==> src/scr_map.svh <==
`ifndef SCR_MAP_SVH
`define SCR_MAP_SVH

// ------------------------------------------------------------
// Coprocessor register numbers
// ------------------------------------------------------------
`define SCR_CRN_CACHE_INFO 4'h0
`define SCR_CRN_CONTROL 4'h1

// ------------------------------------------------------------
// Cache information field positions
// ------------------------------------------------------------
`define SCR_CI_LINE_LSB 0
`define SCR_CI_MULT_BIT 2
`define SCR_CI_ASSOC_LSB 3
`define SCR_CI_SIZE_LSB 6

// ------------------------------------------------------------
// Control register field positions and masks
// ------------------------------------------------------------
`define SCR_CTL_MMU 0
`define SCR_CTL_ALIGN 1
`define SCR_CTL_DCACHE 2
`define SCR_CTL_WBUF 3
`define SCR_CTL_ENDIAN 7
`define SCR_CTL_SYSP 8
`define SCR_CTL_ROMP 9
`define SCR_CTL_ICACHE 12
`define SCR_CTL_VECT 13
`define SCR_CTL_WR_MASK 32'h0000338F
`define SCR_CTL_ONES_MASK 32'h00000070
`define SCR_CTL_RESET 32'h00000000

// ------------------------------------------------------------
// Vector bases and cache size units
// ------------------------------------------------------------
`define SCR_VEC_LOW 32'h00000000
`define SCR_VEC_HIGH 32'hFFFF0000
`define SCR_LINE_BASE_BYTES 8
`define SCR_SIZE_BASE_BYTES 512

`endif

==> src/scr_pkg.sv <==
package scr_pkg;

    typedef logic [31:0] scr_word_t;

    typedef enum logic [1:0]
    {
        SCR_BYTE,
        SCR_HALF,
        SCR_WORD
    } scr_acc_size_e;

endpackage

==> src/scr_align_if.sv <==
`timescale 1ns/10ps

interface scr_align_if;
    logic check_en;
    logic valid;
    scr_pkg::scr_acc_size_e size;
    logic [1:0] addr_lo;
    logic fault;

    modport ctl
    (
        output check_en,
        output valid,
        output size,
        output addr_lo,
        input fault
    );

    modport chk
    (
        input check_en,
        input valid,
        input size,
        input addr_lo,
        output fault
    );
endinterface

==> src/scr_align_chk.sv <==
`timescale 1ns/10ps

module scr_align_chk
(
    input wire logic clk,
    input wire logic sys_rst,
    scr_align_if.chk acc
);

    // ------------------------------------------------------------
    // Misalignment decode
    // ------------------------------------------------------------
    // Bytes never fault; a size code outside the three legal ones is
    // treated as a word so that a corrupted request still gets checked.
    function automatic logic misaligned(scr_pkg::scr_acc_size_e sz,
                                        logic [1:0] lo);
        logic bad;
        bad = 1'b0;
        unique case (sz)
            scr_pkg::SCR_BYTE: bad = 1'b0;
            scr_pkg::SCR_HALF: bad = lo[0];
            default: bad = |lo;
        endcase
        return bad;
    endfunction

    logic fault_reg;

    always_ff @(posedge clk)
    begin
        if (sys_rst)
            fault_reg <= 1'b0;
        else
            fault_reg <= acc.valid && acc.check_en &&
                         misaligned(acc.size, acc.addr_lo);
    end

    assign acc.fault = fault_reg;
endmodule

==> src/scr_sysctl.sv <==
`timescale 1ns/10ps
`include "scr_map.svh"

module scr_sysctl
#(
    parameter logic [2:0] ICACHE_SIZE_CODE = 3'h0,
    parameter logic [2:0] ICACHE_ASSOC_CODE = 3'h0,
    parameter logic ICACHE_MULT = 1'b0,
    parameter logic [1:0] ICACHE_LINE_CODE = 2'h0
)
(
    input wire logic clk,
    input wire logic sys_rst,
    input wire logic high_vectors_pin,
    input wire logic cp_valid,
    input wire logic cp_write,
    input wire logic [3:0] cp_reg,
    input wire logic [3:0] secondary_register_field,
    input wire logic [2:0] cp_opcode2,
    input wire scr_pkg::scr_word_t cp_wdata,
    output scr_pkg::scr_word_t cp_rdata,
    output logic cp_rvalid,
    output logic cp_undef,
    input wire logic dacc_valid,
    input wire scr_pkg::scr_acc_size_e dacc_size,
    input wire logic [1:0] dacc_addr_lo,
    output logic align_fault,
    output scr_pkg::scr_word_t vector_base,
    output logic icache_en,
    output logic dcache_en,
    output logic wbuf_en,
    output logic rom_prot,
    output logic sys_prot,
    output logic align_chk_en,
    output logic mmu_en,
    output logic icache_present,
    output logic [6:0] icache_line_bytes,
    output logic [16:0] icache_size_bytes,
    output logic [7:0] icache_ways
);

    // ------------------------------------------------------------
    // Helper functions
    // ------------------------------------------------------------
    function automatic scr_pkg::scr_word_t ctl_image(scr_pkg::scr_word_t s);
        return (s & `SCR_CTL_WR_MASK) | `SCR_CTL_ONES_MASK;
    endfunction

    function automatic logic [6:0] line_bytes(logic [1:0] code);
        return 7'(`SCR_LINE_BASE_BYTES << code);
    endfunction

    // A 3/2 multiplier on a one-way base means there is no cache at all.
    function automatic logic [16:0] size_bytes(logic [2:0] code,
                                               logic mult);
        logic [16:0] base;
        base = 17'(`SCR_SIZE_BASE_BYTES << code);
        return mult ? 17'(base + (base >> 1)) : base;
    endfunction

    function automatic logic [7:0] ways(logic [2:0] code, logic mult);
        logic [7:0] base;
        base = 8'(1 << code);
        if (!mult)
            return base;
        if (code == 3'h0)
            return 8'h00;
        return 8'(base + (base >> 1));
    endfunction

    // ------------------------------------------------------------
    // High vectors pin synchroniser
    // ------------------------------------------------------------
    logic hv_s1_reg;
    logic hv_s2_reg;
    logic hv_s3_reg;
    logic hv_level_reg;

    // The chain free-runs through reset, and a new level counts only once
    // the last two stages agree; reset must therefore last five cycles.
    always_ff @(posedge clk)
    begin
        hv_s1_reg <= high_vectors_pin;
        hv_s2_reg <= hv_s1_reg;
        hv_s3_reg <= hv_s2_reg;
        if (hv_s2_reg == hv_s3_reg)
            hv_level_reg <= hv_s3_reg;
    end

    // ------------------------------------------------------------
    // Transfer decode
    // ------------------------------------------------------------
    logic sel_ctl;
    logic sel_ci;
    scr_pkg::scr_word_t ci_word;

    // Secondary register and opcode fields are deliberately not decoded.
    assign sel_ctl = cp_reg == `SCR_CRN_CONTROL;
    assign sel_ci = cp_reg == `SCR_CRN_CACHE_INFO;

    assign ci_word = (32'(ICACHE_SIZE_CODE) << `SCR_CI_SIZE_LSB) |
                     (32'(ICACHE_ASSOC_CODE) << `SCR_CI_ASSOC_LSB) |
                     (32'(ICACHE_MULT) << `SCR_CI_MULT_BIT) |
                     (32'(ICACHE_LINE_CODE) << `SCR_CI_LINE_LSB);

    // ------------------------------------------------------------
    // Control register
    // ------------------------------------------------------------
    scr_pkg::scr_word_t ctl_reg;
    scr_pkg::scr_word_t ctl_next;

    always_comb
    begin
        ctl_next = ctl_reg;
        if (cp_valid && cp_write && sel_ctl)
            ctl_next = cp_wdata & `SCR_CTL_WR_MASK;
    end

    always_ff @(posedge clk)
    begin
        if (sys_rst)
        begin
            ctl_reg <= `SCR_CTL_RESET;
            ctl_reg[`SCR_CTL_VECT] <= hv_level_reg;
        end
        else
            ctl_reg <= ctl_next;
    end

    // ------------------------------------------------------------
    // Read port
    // ------------------------------------------------------------
    scr_pkg::scr_word_t rdata_reg;
    logic rvalid_reg;
    logic undef_reg;

    // Bits 31..15 read as zero; software must not rely on that.
    always_ff @(posedge clk)
    begin
        if (sys_rst)
        begin
            rdata_reg <= 32'h00000000;
            rvalid_reg <= 1'b0;
            undef_reg <= 1'b0;
        end
        else
        begin
            rvalid_reg <= cp_valid && !cp_write;
            undef_reg <= cp_valid && !sel_ctl && !sel_ci;
            if (cp_valid && !cp_write)
            begin
                if (sel_ctl)
                    rdata_reg <= ctl_image(ctl_reg);
                else if (sel_ci)
                    rdata_reg <= ci_word;
                else
                    rdata_reg <= 32'h00000000;
            end
        end
    end

    assign cp_rdata = rdata_reg;
    assign cp_rvalid = rvalid_reg;
    assign cp_undef = undef_reg;

    // ------------------------------------------------------------
    // Cache information decode
    // ------------------------------------------------------------
    always_ff @(posedge clk)
    begin
        if (sys_rst)
        begin
            icache_present <= 1'b0;
            icache_line_bytes <= 7'h00;
            icache_size_bytes <= 17'h00000;
            icache_ways <= 8'h00;
        end
        else
        begin
            icache_present <= !(ICACHE_MULT && ICACHE_ASSOC_CODE == 3'h0);
            icache_line_bytes <= line_bytes(ICACHE_LINE_CODE);
            icache_size_bytes <= size_bytes(ICACHE_SIZE_CODE, ICACHE_MULT);
            icache_ways <= ways(ICACHE_ASSOC_CODE, ICACHE_MULT);
        end
    end

    // ------------------------------------------------------------
    // Control outputs
    // ------------------------------------------------------------
    assign vector_base = ctl_reg[`SCR_CTL_VECT] ? `SCR_VEC_HIGH
                                                : `SCR_VEC_LOW;
    assign icache_en = ctl_reg[`SCR_CTL_ICACHE];
    assign mmu_en = ctl_reg[`SCR_CTL_MMU];
    // Gating here keeps invalid cache states away from the memory side.
    assign dcache_en = ctl_reg[`SCR_CTL_DCACHE] && mmu_en;
    assign wbuf_en = ctl_reg[`SCR_CTL_WBUF] && mmu_en;
    assign rom_prot = ctl_reg[`SCR_CTL_ROMP];
    assign sys_prot = ctl_reg[`SCR_CTL_SYSP];
    assign align_chk_en = ctl_reg[`SCR_CTL_ALIGN];

    // ------------------------------------------------------------
    // Alignment checker
    // ------------------------------------------------------------
    scr_align_if acc_if ();

    assign acc_if.check_en = align_chk_en;
    assign acc_if.valid = dacc_valid;
    assign acc_if.size = dacc_size;
    assign acc_if.addr_lo = dacc_addr_lo;
    assign align_fault = acc_if.fault;

    scr_align_chk u_align
    (
        .clk(clk),
        .sys_rst(sys_rst),
        .acc(acc_if)
    );
endmodule

==> config.mk <==
export PLATFORM = sky130hd
export DESIGN_NAME = scr_sysctl
export DESIGN_NICKNAME = d
export VERILOG_FILES = /design/src/scr_pkg.sv /design/src/scr_align_if.sv /design/src/scr_align_chk.sv /design/src/scr_sysctl.sv
export VERILOG_INCLUDE_DIRS = /design/src
export SDC_FILE = /design/constraint.sdc
export NUM_CORES = 1
export LEC_CHECK = 0
export ABC_CLOCK_PERIOD_IN_PS = 3600
export BUFFER_PORTS_ARGS = -buffer_cell sky130_fd_sc_hd__buf_4
export CAP_MARGIN = 15
export CORE_MARGIN = 3
export CORE_UTILIZATION = 39
export DETAILED_ROUTE_END_ITERATION = 10
export GPL_TIMING_DRIVEN = 0
export PLACE_DENSITY = 0.95
export SETUP_SLACK_MARGIN = 0.02
export SYNTH_ARGS = -nofsm -noshare
export SYNTH_HDL_FRONTEND = slang
export SYNTH_SLANG_ARGS = --single-unit
==> constraint.sdc <==
create_clock -name clk -period 3.6 [get_ports clk]
set_clock_uncertainty 0.05 [all_clocks]
set_input_delay 0.54 -clock clk [delete_from_list [all_inputs] [get_ports clk]]
set_output_delay 0.54 -clock clk [all_outputs]
set_load 0.01 [all_outputs]
==> flow_summary.toml <==
[floorplanning]
dieArea_sq_um = 4953
core-area_sq_um = 3826
initial_core_util = 0.4225
die_w_um = 70.38
pin_count = 160
rows = 22
fp.dieH_um = 70.38

[final_layout]
fill_cells = 318
area_delta_synth_final_pct = 51.16
stdcell_area_sq_um = 2444
nets = 366
antenna_cells = 0
largest_register_ffs = 10
fin_util = 0.6387
drive_gt1_frac = 0.5192

[timing]
fmax_ghz = 0.5441
post-route-period-util = 0.5105
setup-tns-final_ps = 0
rsz0062_at_grt = "no"
drv_slew = 0
timing_hold_violations_final = 0
setup_viol = 0
post-route-min-period_ps = 1838
relSlewSlack = 0.6601
hold_slack_ps = 285.8
worst_slew_pin_slew_ps = 509.8

[setup_path]
rrSetupSlack_ps = 2530
start_kind = "flip-flop"
critPathMaxFanout = 17
worstSetupPathType = "reg2out"
critPathBufInv = 2
cp_slowest_cell = "edfxtp_1"
path_delay_family = "flip-flops"
slowest_delay_ps = 680
crit_arrival_ps = 1250
crit_path_frequent_cell = "buf_4"
endpoint_kind = "output pin"
cp_cell_sequence = "buf_4, buf_4"
worstPathRequired_ps = 3010

[placed_design]
dpl_cell_area_sq_um = 2397
hpwl_um = 3167
portBuffers = 64
routabilityCongestion = 0.7994

[clock_tree]
htreeDepth = 1
clock_latency_ps = 270
cts_resized = 0
cts_sinks = 27
cts_tree = "done"
ctsHoldBuffers = 0
post_cts.repair.setup_buffers = 0
clk_pin_slew_ps = 80
cts-root-buf = "clkbuf_8"
cts_buffers = 3
cts_buffer_depth = 2

[global_route]
grt-ovfl-total = 0
antenna_found_initial = 0
grt_pass1_wl_um = 5996
grt_use_total = 0.1472
first_global_vias = 1295
grt_start_max_net_pins = 18

[yosys]
synth_area_sq_um = 1617
ys_warn_count = 0
synth_area_leaders = "buf_4 (40%), dfxtp_1 (31%), mux2i_1 (5.0%), nand2_1 (4.4%), edfxtp_1 (3.7%)"
yosysSeqAreaShare = 0.3467
synth.top_cell.area_share = 0.3994
synthDistinctLibCells = 24
syn_avg_cell_area_sq_um = 8.981
synth_seq_cells = 27
synth_top_cell_by_area = "buf_4"
syn_inst = 180

[pwr]
p_per_area_nw_per_um2 = 271.0
peakVddDrop_uv = 208.2
p_total_mw = 0.6622
power_leakage_nw = 1.363

[drt]
drcViolationCount = 0
vias_per_cell = 3.742
totalWireLength_um = 3726
dr.pass1.iters = 4
vias = 1347
drtIter0Drc = 36
avgRoutedWirePerCell_um = 10.35
ant_nets = 0

[worst_hold_path]
worst_hold_path_type = "reg2reg"

[run]
drv_cap = 0

[outcome]
outcome = "finished, final reports clean"
-- logic make-up (layout without fill, tap and decap cells) --
family | after synthesis | in the layout | share of synthesized area
buf+inv | 91 | 159 | 0.4226
compound gates | 14 | 14 | 0.05186
mux | 8 | 8 | 0.04954
simple gates | 38 | 38 | 0.1215
xor+xnor | 1 | 1 | 0.005419
flops | 27 | 27 | 0.3468
other cells | 1 | 65 | 0.002320
-- cells in the mapped netlist --
cell / number
buf_4: 86
dfxtp_1: 25
nand2_1: 19
nand3_1: 9
mux2i_1: 8
o21ai_0: 8
a21oi_1: 3
and2_1: 3
buf_2: 2
edfxtp_1: 2
nor2_1: 2
a31o_1: 1
and3_4: 1
buf_12: 1
clkbuf_1: 1
conb_1: 1
inv_2: 1
nand2b_1: 1
nor2b_1: 1
nor4b_4: 1
o2111ai_1: 1
o311a_2: 1
or2_2: 1
xnor2_1: 1
-- per-stage QoR --
stage | cells | worst slack, ps
final | 360 | 1762
after global routing | 360 | 1682
after CTS | 360 | 1745
after detailed placement | 356 | 1783
after global placement | 356 | 1823
after floorplan | 244 | 1989
-- worst paths after layout --
path                                             from                         to  cells after the start
worst max-delay path            ctl_reg[13]$_DFFE_PP_            vector_base[23]                      2
worst min-delay path                hv_s1_reg$_DFF_P_          hv_s2_reg$_DFF_P_                      0
worst max register to register  ctl_reg[13]$_DFFE_PP_  cp_rdata[13]$_SDFFE_PP0P_                      2
worst min register to register      hv_s1_reg$_DFF_P_          hv_s2_reg$_DFF_P_                      0
-- layout make-up --
| type | count | area, sq um | area share |
|---|---|---|---|
| clock inverter | 1 | 5.005 | 0.002048 |
| inverter | 1 | 3.754 | 0.001536 |
| multi-input combinational | 126 | 613.1 | 0.2509 |
| sequential | 27 | 560.5 | 0.2294 |
| buffer | 90 | 679.4 | 0.2780 |
| clock buffer | 3 | 41.29 | 0.01690 |
| tap | 48 | 60.06 | 0.02458 |
| timing repair buffer | 64 | 480.5 | 0.1966 |
-- cells in the final DEF (no fill, tap or decap), types with 2 or more instances in the layout --
cell / n
nand3_1: 9
buf_2: 2
clkbuf_8: 3
conb_1: 65
and2_1: 3
nand2_1: 19
nor2_1: 2
mux2i_1: 8
edfxtp_1: 2
o21ai_0: 8
a21oi_1: 3
buf_4: 150
dfxtp_1: 25
-- worst reg2reg max path, stage by stage (launching register included) --
cell and delay [ps]:
edfxtp_1 680, nand3_1 130, a21oi_1 160
-- power by group --
group	switching [mW]	internal [mW]
Clock	0.0882	0.0774
Sequential	0.00578	0.308
Combinational	0.0782	0.104
Total	0.172	0.490
-- per-layer routing --
| layer | vias to the layer above | share of wire | GRT usage |
|---|---|---|---|
| li1 | 690 | - | - |
| met1 | 574 | 0.36 | 0.1623 |
| met2 | 75 | 0.52 | 0.2640 |
| met3 | 8 | 0.11 | 0.03885 |
| met4 | 0 | 0.019 | 0.05957 |
| met5 | - | 0 | 0 |
Note: power is estimated with default switching activity, not from simulation.
